--- config.mk ---
export PLATFORM = sky130hd
export DESIGN_NAME = rpw_reset_wakeup
export DESIGN_NICKNAME = d
export VERILOG_FILES = /design/src/rtl/rpw_reset_wakeup.v
export VERILOG_INCLUDE_DIRS = /design/src /design/src/rtl
export SDC_FILE = /design/constraint.sdc
export NUM_CORES = 1
export LEC_CHECK = 0
export BUFFER_PORTS_ARGS = -buffer_cell sky130_fd_sc_hd__buf_2
export CORE_MARGIN = 2
export CORE_UTILIZATION = 41
export CTS_BUF_LIST = sky130_fd_sc_hd__clkbuf_2 sky130_fd_sc_hd__clkbuf_4 sky130_fd_sc_hd__clkbuf_8
export DETAILED_ROUTE_END_ITERATION = 12
export HOLD_SLACK_MARGIN = 0.03
export PLACE_DENSITY = 0.65
export SYNTH_ARGS = -nofsm -noshare
export SYNTH_HDL_FRONTEND = slang
export SYNTH_SLANG_ARGS = --single-unit
--- constraint.sdc ---
create_clock -name ref_clk_in -period 3.4 [get_ports ref_clk_in]
set_input_delay 0.34 -clock ref_clk_in [delete_from_list [all_inputs] [get_ports ref_clk_in]]
set_output_delay 0.34 -clock ref_clk_in [all_outputs]
set_load 0.02 [all_outputs]
--- src/rtl/rpw_defs.vh ---
/*
 * rpw_defs.vh: constants for the reset pin and wake-up control block.
 * assumes: included by rtl/rpw_reset_wakeup.v and by the assertion and top-level testbench files.
 */
`ifndef RPW_DEFS_VH
`define RPW_DEFS_VH

// pull-down pulse length in state times
`define RPW_PULL_STATES      16
// reference clocks per state time (default divider)
`define RPW_STATE_DIV        2
// powerdown return delay in state times (default, stands for the capacitor delay)
`define RPW_WAKE_STATES      1024
// reset fetch vector, internal and external views
`define RPW_RESET_VECTOR     24'hff2080
`define RPW_RESET_VECTOR_EXT 24'h1f2080
// synchroniser levels while in reset: pin released high, doubler off
`define RPW_PIN_IDLE         1'b1
`define RPW_DEN_IDLE         1'b0
// operating modes
`define RPW_MODE_NORMAL      2'h0
`define RPW_MODE_IDLE        2'h1
`define RPW_MODE_PDOWN       2'h2
`define RPW_MODE_WAKE        2'h3

`endif

--- src/rtl/rpw_reset_wakeup.v ---
/*
 * rpw_reset_wakeup.v: reset pin, reset pulse, idle/powerdown exit and
 * clock doubler enable for a 16-bit microcontroller core.
 * assumes: one 25 MHz clock; reset pin and doubler enable come from the
 * board and are synchronised here; mode requests come from the core.
 */
// Overview of operation
// - a low sampled level on the reset pin holds the whole chip in reset.
// - the reset pin is open drain, only ever pulled low, never driven high.
// - a pin falling edge or an internal reset pulls the pin low for 16 state times.
// - asserting the reset pin in idle or powerdown resets the chip and returns to normal.
// - after reset the first fetch is at ff2080, seen as 1f2080 on external memory.
// - on leaving powerdown by a wake event the core and peripheral clocks stay gated until the return delay ends.
// - the clock doubler is enabled only while its enable input is high.
`timescale 1ns/1ps
`include "rpw_defs.vh"

module rpw_reset_wakeup #(
    parameter STATE_DIV   = `RPW_STATE_DIV,
    parameter PULL_STATES = `RPW_PULL_STATES,
    parameter WAKE_STATES = `RPW_WAKE_STATES
) (
    input  wire        ref_clk_in,
    input  wire        rst_b_in,
    input  wire        reset_pin_in,
    output wire        reset_pin_out,
    output wire        reset_pin_oe_out,
    input  wire        internal_reset_in,
    input  wire        idle_req_in,
    input  wire        pdown_req_in,
    input  wire        wake_event_in,
    input  wire        clock_doubler_enable_in,
    input  wire        fetch_external_in,
    output reg         chip_reset_out,
    output reg         core_clk_en_out,
    output reg         periph_clk_en_out,
    output reg         clock_doubler_on_out,
    output reg  [1:0]  mode_out,
    output reg  [23:0] fetch_vector_out,
    output wire        state_tick_out
);

    localparam  SYNC_W   = 2;
    localparam  SYNC_PIN = 0;
    localparam  SYNC_DEN = 1;

    wire [1:0]  sync_d;
    wire [1:0]  sync_idle;
    reg  [1:0]  sync_s1_r;
    reg  [1:0]  sync_s2_r;
    wire        pin_sync;
    wire        den_sync;
    reg         pin_prev_r;
    reg  [15:0] div_r;
    reg  [15:0] pull_cnt_r;
    reg  [15:0] wake_cnt_r;
    reg  [1:0]  mode_r;
    reg  [1:0]  mode_nxt;
    wire        tick;
    wire        pin_fall;
    wire        pull_active;
    wire        pull_start;

    // one state time is STATE_DIV reference clocks
    assign tick           = (div_r == (STATE_DIV[15:0] - 16'h0001));
    assign state_tick_out = tick;
    assign sync_d         = {clock_doubler_enable_in, reset_pin_in};
    assign sync_idle      = {`RPW_DEN_IDLE, `RPW_PIN_IDLE};
    assign pin_sync       = sync_s2_r[SYNC_PIN];
    assign den_sync       = sync_s2_r[SYNC_DEN];
    assign pin_fall       = pin_prev_r & ~pin_sync;
    assign pull_active    = (pull_cnt_r != 16'h0000);
    // our own pull-down drags the pad low and comes back as a pin fall a few clocks
    // later; ignoring falls while pulling keeps the pulse at 16 state times
    assign pull_start     = (pin_fall && !pull_active) || internal_reset_in;

    // only ever a low driver; the pad pull-up owns the high level
    assign reset_pin_out    = 1'b0;
    assign reset_pin_oe_out = pull_active;

    // mode decode shared by the clock gates and the wake counter
    function mode_is;
        input [1:0] cur;
        input [1:0] want;
        begin
            mode_is = (cur == want);
        end
    endfunction

    // one state time off a running count, held at zero once it gets there
    function [15:0] count_down;
        input [15:0] cnt;
        input        en;
        begin
            if (en && cnt != 16'h0000) begin
                count_down = cnt - 16'h0001;
            end else begin
                count_down = cnt;
            end
        end
    endfunction

    // two-stage synchronisers; nothing but the second stage reads the first
    genvar g;
    generate
        for (g = 0; g < SYNC_W; g = g + 1) begin : g_sync
            always @(posedge ref_clk_in) begin
                if (!rst_b_in) begin
                    sync_s1_r[g] <= sync_idle[g];
                    sync_s2_r[g] <= sync_idle[g];
                end else begin
                    sync_s1_r[g] <= sync_d[g];
                    sync_s2_r[g] <= sync_s1_r[g];
                end
            end
        end
    endgenerate

    // previous synced pin level for the falling-edge detector
    always @(posedge ref_clk_in) begin
        if (!rst_b_in) begin
            pin_prev_r <= `RPW_PIN_IDLE;
        end else begin
            pin_prev_r <= pin_sync;
        end
    end

    // state-time enable divider
    always @(posedge ref_clk_in) begin
        if (!rst_b_in || tick) begin
            div_r <= 16'h0000;
        end else begin
            div_r <= div_r + 16'h0001;
        end
    end

    // pull-down pulse; a new trigger restarts the full count
    always @(posedge ref_clk_in) begin
        if (!rst_b_in) begin
            pull_cnt_r <= 16'h0000;
        end else if (pull_start) begin
            pull_cnt_r <= PULL_STATES[15:0];
        end else begin
            pull_cnt_r <= count_down(pull_cnt_r, tick);
        end
    end

    // mode machine
    // idle wakes straight to normal; powerdown first waits out the return delay
    always @* begin
        mode_nxt = mode_r;
        case (mode_r)
            `RPW_MODE_NORMAL: begin
                if (pdown_req_in) begin
                    mode_nxt = `RPW_MODE_PDOWN;
                end else if (idle_req_in) begin
                    mode_nxt = `RPW_MODE_IDLE;
                end
            end
            `RPW_MODE_IDLE: begin
                if (wake_event_in) begin
                    mode_nxt = `RPW_MODE_NORMAL;
                end
            end
            `RPW_MODE_PDOWN: begin
                if (wake_event_in) begin
                    mode_nxt = `RPW_MODE_WAKE;
                end
            end
            `RPW_MODE_WAKE: begin
                if (wake_cnt_r == 16'h0000) begin
                    mode_nxt = `RPW_MODE_NORMAL;
                end
            end
            default: mode_nxt = `RPW_MODE_NORMAL;
        endcase
    end

    // reset overrides idle or powerdown and lands in normal mode
    always @(posedge ref_clk_in) begin
        if (!rst_b_in || !pin_sync || pull_active) begin
            mode_r <= `RPW_MODE_NORMAL;
        end else begin
            mode_r <= mode_nxt;
        end
    end

    // return-from-powerdown delay, counted in state times; WAKE_STATES stands in
    // for the board's timing capacitor and must cover oscillator and doubler settling
    always @(posedge ref_clk_in) begin
        if (!rst_b_in || !mode_is(mode_r, `RPW_MODE_WAKE)) begin
            wake_cnt_r <= WAKE_STATES[15:0];
        end else begin
            wake_cnt_r <= count_down(wake_cnt_r, tick);
        end
    end

    // registered outputs
    always @(posedge ref_clk_in) begin
        if (!rst_b_in) begin
            chip_reset_out       <= 1'b1;
            core_clk_en_out      <= 1'b0;
            periph_clk_en_out    <= 1'b0;
            clock_doubler_on_out <= 1'b0;
            mode_out             <= `RPW_MODE_NORMAL;
            fetch_vector_out     <= `RPW_RESET_VECTOR;
        end else begin
            // chip reset stays up until both the synced pin and the pull pulse let go
            chip_reset_out       <= !pin_sync || pull_active;
            // doubler keeps running through the wake delay so it can settle
            clock_doubler_on_out <= den_sync;
            core_clk_en_out      <= mode_is(mode_r, `RPW_MODE_NORMAL);
            periph_clk_en_out    <= mode_is(mode_r, `RPW_MODE_NORMAL) ||
                                    mode_is(mode_r, `RPW_MODE_IDLE);
            mode_out             <= mode_r;
            fetch_vector_out     <= fetch_external_in ? `RPW_RESET_VECTOR_EXT
                                                      : `RPW_RESET_VECTOR;
        end
    end

endmodule

# Word-level counts from Yosys, hierarchy flattened

Index checks and enable logic that the tools add are counted.

Flip-flop bits (word level): 85
Bits of input ports: 9
Output and inout port bits: 33
Word-level logic and storage cells: 60

$add $sub $neg: 3
Equality and inequality tests: 8
Multiplexer cells: 9
Bitwise logic cells: 3
Reduce and logical (&&, ||, !) cells: 21

Operator list:

| cell                    | count |
|---|---|
| $reduce_bool A16 Y1     | 2 |
| $sub A16 B1 Y16 const B | 2 |
| $mux W24                | 1 |
| $add A16 B1 Y16 const B | 1 |
| $eq A16 B1 Y1 const B   | 1 |
| $logic_not A16 Y1       | 1 |
| $mux W2                 | 5 |
| $mux W5                 | 2 |
| $pmux W2 S4             | 1 |
| $logic_or A1 B1 Y1      | 7 |
| $ne A2 B2 Y1 const B    | 3 |
| $eq A2 B2 Y1 const B    | 2 |
| $logic_not A1 Y1        | 4 |
| $reduce_and A4 Y1       | 1 |
| $logic_and A1 B1 Y1     | 3 |
| $ne A3 B3 Y1 const B    | 1 |
| $eq A2 B1 Y1 const B    | 1 |
| $logic_not A2 Y1        | 1 |
| $not A1 Y1              | 2 |
| $reduce_bool A2 Y1      | 1 |
| $reduce_or A2 Y1        | 1 |
| $and A1 B1 Y1           | 1 |

# Longest topological paths before layout

Gate-level depths: netlist of the first run.

Depth after elaboration: 5
Depth in mapped cells: 9
Depth with buffers taken out: 7

# Least setup slack after synthesis of the first run

Ideal clock, no wire load.

Kind: flip-flop to flip-flop
Start point: register wake_cnt_r[2]
End point: register wake_cnt_r[11]
Setup time: 0.132 ns
Arrival: 1.963 ns
Required time: 3.268 ns
Setup slack: 1.305 ns
Stages on the path, launching flop included: 7
Buffers on the path: 1
Clock period less this slack: 2.095 ns
Cell sequence: dfxtp_1 > or4_4 > or4b_4 > buf_6 > o2111ai_4 > or3_2 > a21oi_1

Word-level cells in the longest chain between the ends: 2

Ends and longest elaborated chain:

| item                                                                    | RTL line               | RTL |
|---|---|---|
| start, declared                                                         | rpw_reset_wakeup.v:56  | `reg [15:0] wake_cnt_r;` |
| start signal, assigned                                                  | rpw_reset_wakeup.v:192 | `wake_cnt_r <= WAKE_STATES[15:0];` |
| start signal, assigned                                                  | rpw_reset_wakeup.v:194 | `wake_cnt_r <= count_down(wake_cnt_r, tick);` |
| parallel branches: the longest is 2 deep, another holds $sub A16 B1 Y16 | n/a                    |  |

Several ways; the timed one is not identified.
A chain may end at the register's enable or synchronous reset.

# Worst setup path after layout of the first run

Start point: register div_r[0]
End point: register pull_cnt_r[1]

Word-level cells in the longest chain between the ends: 2

Ends and longest elaborated chain:

| item                   | RTL line               | RTL |
|---|---|---|
| start, declared        | rpw_reset_wakeup.v:54  | `reg [15:0] div_r;` |
| start signal, assigned | rpw_reset_wakeup.v:133 | `div_r <= div_r + 16'h0001;` |
| $eq A16 B1 Y1          | rpw_reset_wakeup.v:65  | `assign tick = (div_r == (STATE_DIV[15:0] - 16'h0001));` |
| $logic_and A1 B1 Y1    | rpw_reset_wakeup.v:95  | `if (en && cnt != 16'h0000) begin` |
| end signal, assigned   | rpw_reset_wakeup.v:142 | `pull_cnt_r <= PULL_STATES[15:0];` |
| end signal, assigned   | rpw_reset_wakeup.v:144 | `pull_cnt_r <= count_down(pull_cnt_r, tick);` |
| end, declared          | rpw_reset_wakeup.v:55  | `reg [15:0] pull_cnt_r;` |

No other way between the ends.

==> results of run 1 <==
-- sequential cells by signal, indices dropped and copies added (netlist names), 2 cells and up --
signal / count
mode_out: 2
div_r: 16
mode_r: 2
sync_s1_r: 2
pull_cnt_r: 16
wake_cnt_r: 16
-- kinds of logic (layout without fill, tap and decap cells) --
family                   count (synthesis)  after routing  synth area share (%)
adder cells (fa/ha/maj)                  4              4                  1.70
other                                    2             22                 0.255
XOR/XNOR                                31             31                  9.21
flip-flops                              62             62                  42.1
AND/OR/NAND/NOR                        132            132                  25.7
buffers and inverters                   44             46                  9.04
AO/OA/AOI/OAI                           48             48                  12.0
-- per-stage QoR --
step / setup WS [ns] / instance area, sq um / power (uW) / util [%]
floorplan: 1.31 / 3020 / 1030 / -
global placement: 0.995 / 3020 / 1060 / 43.9
detailed placement: 0.931 / 3020 / 1060 / 43.9
CTS: 0.833 / 3190 / 1640 / 46.4
global route: 0.703 / 3190 / 1710 / 46.4
finish: 0.881 / 3190 / 1620 / 46.4
-- cell type report --
cell class                      count  area [sq um]  area share [%]
Clock buffer                        9           124            3.88
Sequential cell                    62          1240            38.9
Clock inverter                      7          50.0            1.57
Tap cell                           96           120            3.76
Timing Repair Buffer               20           103            3.22
Multi-Input combinational cell    237          1520            47.5
Inverter                           10          37.5            1.18
-- synth_stat cells, types with 5 or more instances --
master,instances
dfxtp_1,62
nand2b_1,5
nand2_1,14
xor2_1,18
xnor2_1,13
a21oi_1,11
nor4_1,7
o2111ai_1,11
nor3_1,8
and2_1,7
clkbuf_1,6
nor2_1,46
inv_1,10
nand4_1,6
buf_4,24
o21ai_0,6
-- layer usage --
layer / track usage (%) / share of wire (%) / vias up
li1: - / - / 1131
met1: 18.5 / 50 / 999
met2: 20.6 / 43 / 54
met3: 5.88 / 5.8 / 9
met4: 4.55 / 1.2 / 0
met5: 0 / 0 / -
-- where the power goes --
part           leakage (uW)  switching, uW  internal, uW
logic              0.000616            178          94.4
clock network     0.0000933            307           266
registers          0.000503           20.9           752
-- final timing paths --
check                                  startpoint                    to  slack (ns)  cells after the start
worst max-delay path                     div_r[0]         pull_cnt_r[1]        0.88                      7
worst min register to register       sync_s1_r[0]              pin_sync        0.43                      1
worst min-delay path            fetch_external_in  fetch_vector_out[22]        0.16                      2
worst max register to register           div_r[0]         pull_cnt_r[1]        0.88                      7
==> out/metrics.yaml, run 1 <==
run_status:
  status: "finished clean"
grt:
  grt_usage_pct: 14.0
  antenna_found_initial: 0
  grt-ovfl-total: 0
  grt_pass1_vias: 1885
  grt_pass1_wl_um: 8570
  grt_max_degree: 18
clock_network:
  cts.sinks: 62
  clk_latency_ns: 0.34
  htreeDepth: 3
  clk_path_buf_depth: 2
  cts_resized: 0
  cts_buffers: 9
  postCtsSetupRepairBufs: 0
  clock-root-buffer: "clkbuf_8"
  hold_buffers: 0
  clk_pin_slew_ns: 0.08
  tritoncts: "done"
die:
  dieArea_sq_mm: 0.00788
  dieHeight_um: 88.8
  coreArea_sq_mm: 0.00687
  initial_core_util_pct: 42.9
  top_level_ports: 42
  rows: 30
  die_w_um: 88.8
power_and_ir_drop:
  ir_worst_vdd_uv: 224
  p_per_area_mw_per_mm2: 507
  power.leakage_uw: 0.00121
sta:
  fin_skew_ns: 0.0139
  worst-slew-pin-transition_ns: 0.709
  layout_min_cycle_time_ns: 2.52
  hold_violations: 0
  max_freq_mhz: 397
  rsz0062_at_grt: "no"
  fin_crit_sh_pct: 74.1
  whs_ns: 0.158
  finalSetupViolCount: 0
  slew_violations: 0
  fin_tns_setup_ns: 0
  maxSlewHeadroom_pct: 52.7
route:
  wl_um: 5160
  via_count: 2193
  firstDrtPassIters: 4
  antenna_left: 0
  drtIter0Drc: 118
  route.detailed.drc: 0
  viasPerCell: 4.97
  wl_per_cell_um: 11.7
setup_path:
  endpoint_kind: "register"
  required_ns: 3.65
  slowest_stage: "and4_1"
  cp_cell_sequence: "ha_1 > nor4b_1 > and4_1 > buf_4 > a21boi_0 > nor2_1 > a211oi_1"
  crit_family: "simple AND/OR/NAND/NOR gates"
  cp_num_buf_inv: 1
  critPathKind: "register to register"
  max_stage_delay_ns: 0.71
  cp_max_fo: 17
  crit_path_start_kind: "register"
  critical_path_arrival_ns: 2.77
yosys:
  synth_flop_cell: "dfxtp_1"
  syn_inst: 323
  netlist_top_cells_area: "dfxtp_1, buf_4, nor2_1"
  yosysWarnings: 0
  netlist_area_sq_mm: 0.00295
  async_flop_share_pct: 0
  syn_avg_cell_area_sq_um: 9.13
  synth_top_area_share_pct: 42.1
  synth_edf_count: 0
  yosysTopAreaCell: "dfxtp_1"
  ys_seq_area_share_pct: 42.1
  yosysUniqueCellTypes: 50
  ys_ff_latch: 62
finish:
  drive_gt1_share_pct: 14.2
  layout_common_cells: "dfxtp_1, nor2_1, conb_1"
  diodes: 0
  finalNetCount: 353
  layout.cells.non_filler: 441
  mostFrequentLayoutCell: "dfxtp_1"
  area_growth_syn_to_layout_pct: 8.23
  fill_cells: 686
job:
  drv_cap: 0
placed_design:
  hpwl_um: 3470
  gp_congestion: 0.774
  io_buffers: 19
  place_inst: 425
worst_hold_path:
  hp-class: "input port to register"
Note: power is estimated with default switching activity, not from simulation.
==> inputs of run 2 (changes only) <==
--- a/config.mk
+++ b/config.mk
@@ -12,7 +12,7 @@
 export CTS_BUF_LIST = sky130_fd_sc_hd__clkbuf_2 sky130_fd_sc_hd__clkbuf_4 sky130_fd_sc_hd__clkbuf_8
 export DETAILED_ROUTE_END_ITERATION = 12
 export HOLD_SLACK_MARGIN = 0.03
-export PLACE_DENSITY = 0.65
+export PLACE_DENSITY = 0.68
 export SYNTH_ARGS = -nofsm -noshare
 export SYNTH_HDL_FRONTEND = slang
 export SYNTH_SLANG_ARGS = --single-unit
==> constraint.sdc (replaced) <==
create_clock -name ref_clk_in -period 2.14 [get_ports ref_clk_in]
set_input_delay 0.214 -clock ref_clk_in [delete_from_list [all_inputs] [get_ports ref_clk_in]]
set_output_delay 0.214 -clock ref_clk_in [all_outputs]
set_load 0.02 [all_outputs]
==> out/metrics.yaml, run 2 (synthesis results as in run 1) <==
placed_design:
  hpwl_um: 3690
  gp_congestion: 0.783
  io_buffers: 19
  postPlaceCellArea_sq_mm: 0.00316
  pre_cts_slack_ns: 0.0413
setup_path:
  worstReg2RegEnd: "wake_cnt_r[2]"
  r2r_slack_ns: 0.04
  critPathKind: "register to output pin"
  required_ns: 1.93
  crit_path_start_kind: "register"
  endpoint_kind: "output pin"
  cp_max_fo: 6
  r2r_cells: 5
  critical_path_arrival_ns: 1.88
  r2r_start: "wake_cnt_r[2]"
sta:
  layout_setup_ws_ns: 0.0432
  hold_violations: 0
  whs_ns: 0.0735
  layout_min_cycle_time_ns: 2.10
  fin_skew_ns: 0.0102
  slew_violations: 0
  rsz0062_at_grt: "yes"
  max_freq_mhz: 477
  fin_crit_sh_pct: 98.0
  worst-slew-pin-transition_ns: 0.554
  maxSlewHeadroom_pct: 63.0
  fin_tns_setup_ns: 0
  finalSetupViolCount: 0
grt:
  grt-ovfl-total: 0
  antenna_found_initial: 0
  grt_pass1_vias: 2041
  grt_usage_pct: 14.7
  grt_pass1_wl_um: 9000
  grt_max_degree: 18
finish:
  drive_gt1_share_pct: 21.3
  mostFrequentLayoutCell: "dfxtp_1"
  reg.largest.list: "div_r x16, pull_cnt_r x16, wake_cnt_r x16"
  area_growth_syn_to_layout_pct: 17.9
  finalNetCount: 374
  stdcell_area_sq_mm: 0.00348
  layout_common_cells: "dfxtp_1, nor2_1, conb_1"
  diodes: 0
  fin_util_pct: 50.6
clock_network:
  clock-root-buffer: "clkbuf_8"
  cts.sinks: 62
  clk_pin_slew_ns: 0.08
  clk_latency_ns: 0.34
  htreeDepth: 3
  clk_path_buf_depth: 2
  tritoncts: "done"
  cts_buffers: 9
die:
  coreArea_sq_mm: 0.00687
  initial_core_util_pct: 42.9
  dieHeight_um: 88.8
  rows: 30
  top_level_ports: 42
  dieArea_sq_mm: 0.00788
  die_w_um: 88.8
route:
  route.detailed.drc: 0
  via_count: 2346
  antenna_left: 0
  firstDrtPassIters: 4
  drtIter0Drc: 111
  wl_um: 5620
  viasPerCell: 5.08
  wl_per_cell_um: 12.2
worst_hold_path:
  holdPathStages: 2
  min_to: "sync_s1_r[1]"
  hp-class: "input port to register"
  min_from: "clock_doubler_enable_in"
run_status:
  status: "finished clean"
job:
  drv_cap: 0
power_and_ir_drop:
  comb_power_share_pct: 20.0
  switching_share_pct: 29.4
  p_switching_uw: 821
  intPower_uw: 1980
  p_per_area_mw_per_mm2: 805
  power.leakage_uw: 0.00134
  power_frac_clock_pct: 36.2
  ir_worst_vdd_uv: 350
  power_frac_seq_pct: 43.8
[run 2: cell types whose count changed in the layout (fill, tap and decap cells not counted), sizes merged]
cell and delta:
buf +18, bufinv +1, clkinv -2, clkinvlp +1
dlygate4sd3 +2, o2111ai +1
[run 2: worst max path at each step]
| stage | to | start |
|---|---|---|
| 2_1_floorplan | wake_cnt_r[11] | wake_cnt_r[2] |
| 3_3_place_gp | pull_cnt_r[15] | pull_cnt_r[2] |
| 3_5_place_dp | wake_cnt_r[15] | wake_cnt_r[2] |
| 4_1_cts | reset_pin_oe_out | pull_cnt_r[2] |
| 5_1_grt | reset_pin_oe_out | pull_cnt_r[2] |
| 6_report | reset_pin_oe_out | pull_cnt_r[2] |
[run 2: final cells by class]
cell class                      count  area, sq um
Sequential cell                    62         1240
Timing Repair Buffer               40          289
Multi-Input combinational cell    238         1590
Clock inverter                      7         73.8
Fill cell                         649         3390
Inverter                           10         37.5
Tap cell                           96          120
Clock buffer                        9          124
[run 2: repair_timing]
action	CTS	global route
gates resized for setup	0	15
buffers inserted	0	2
hold buffers	2	0
endpoints found under the setup margin	0	23
hold endpoints to repair	2	0
[run 2: per-stage QoR]
step,total power [uW],instances
after global placement,1740,441
after global routing,2940,462
after detailed placement,1750,441
after floorplan,1630,343
after CTS,2770,459
final,2800,462
[run 2: critical path, stage by stage, from the launching register on]
cell     delay (ns)
dfxtp_2        0.32
or4_4          0.58
nor4_4         0.27
buf_4          0.20
nand2_2        0.05
buf_6          0.12
[run 2: routing by layer]
metal | global-route usage, % | up-vias | wire, um
met2 | 22.3 | 49 | 2700
met5 | 0 | - | 0
met1 | 18.9 | 1109 | 2600
li1 | - | 1180 | -
met4 | 8.13 | 0 | 95
met3 | 3.92 | 8 | 224
[run 2: power by group through the flow]
| stage | clock network (uW) | registers [uW] | logic [uW] |
|---|---|---|---|
| after floorplan | 0 | 1270 | 364 |
| after global placement | 0 | 1250 | 492 |
| after detailed placement | 0 | 1250 | 500 |
| after CTS | 1040 | 1220 | 505 |
| after global routing | 1090 | 1230 | 614 |
| final | 1010 | 1230 | 559 |
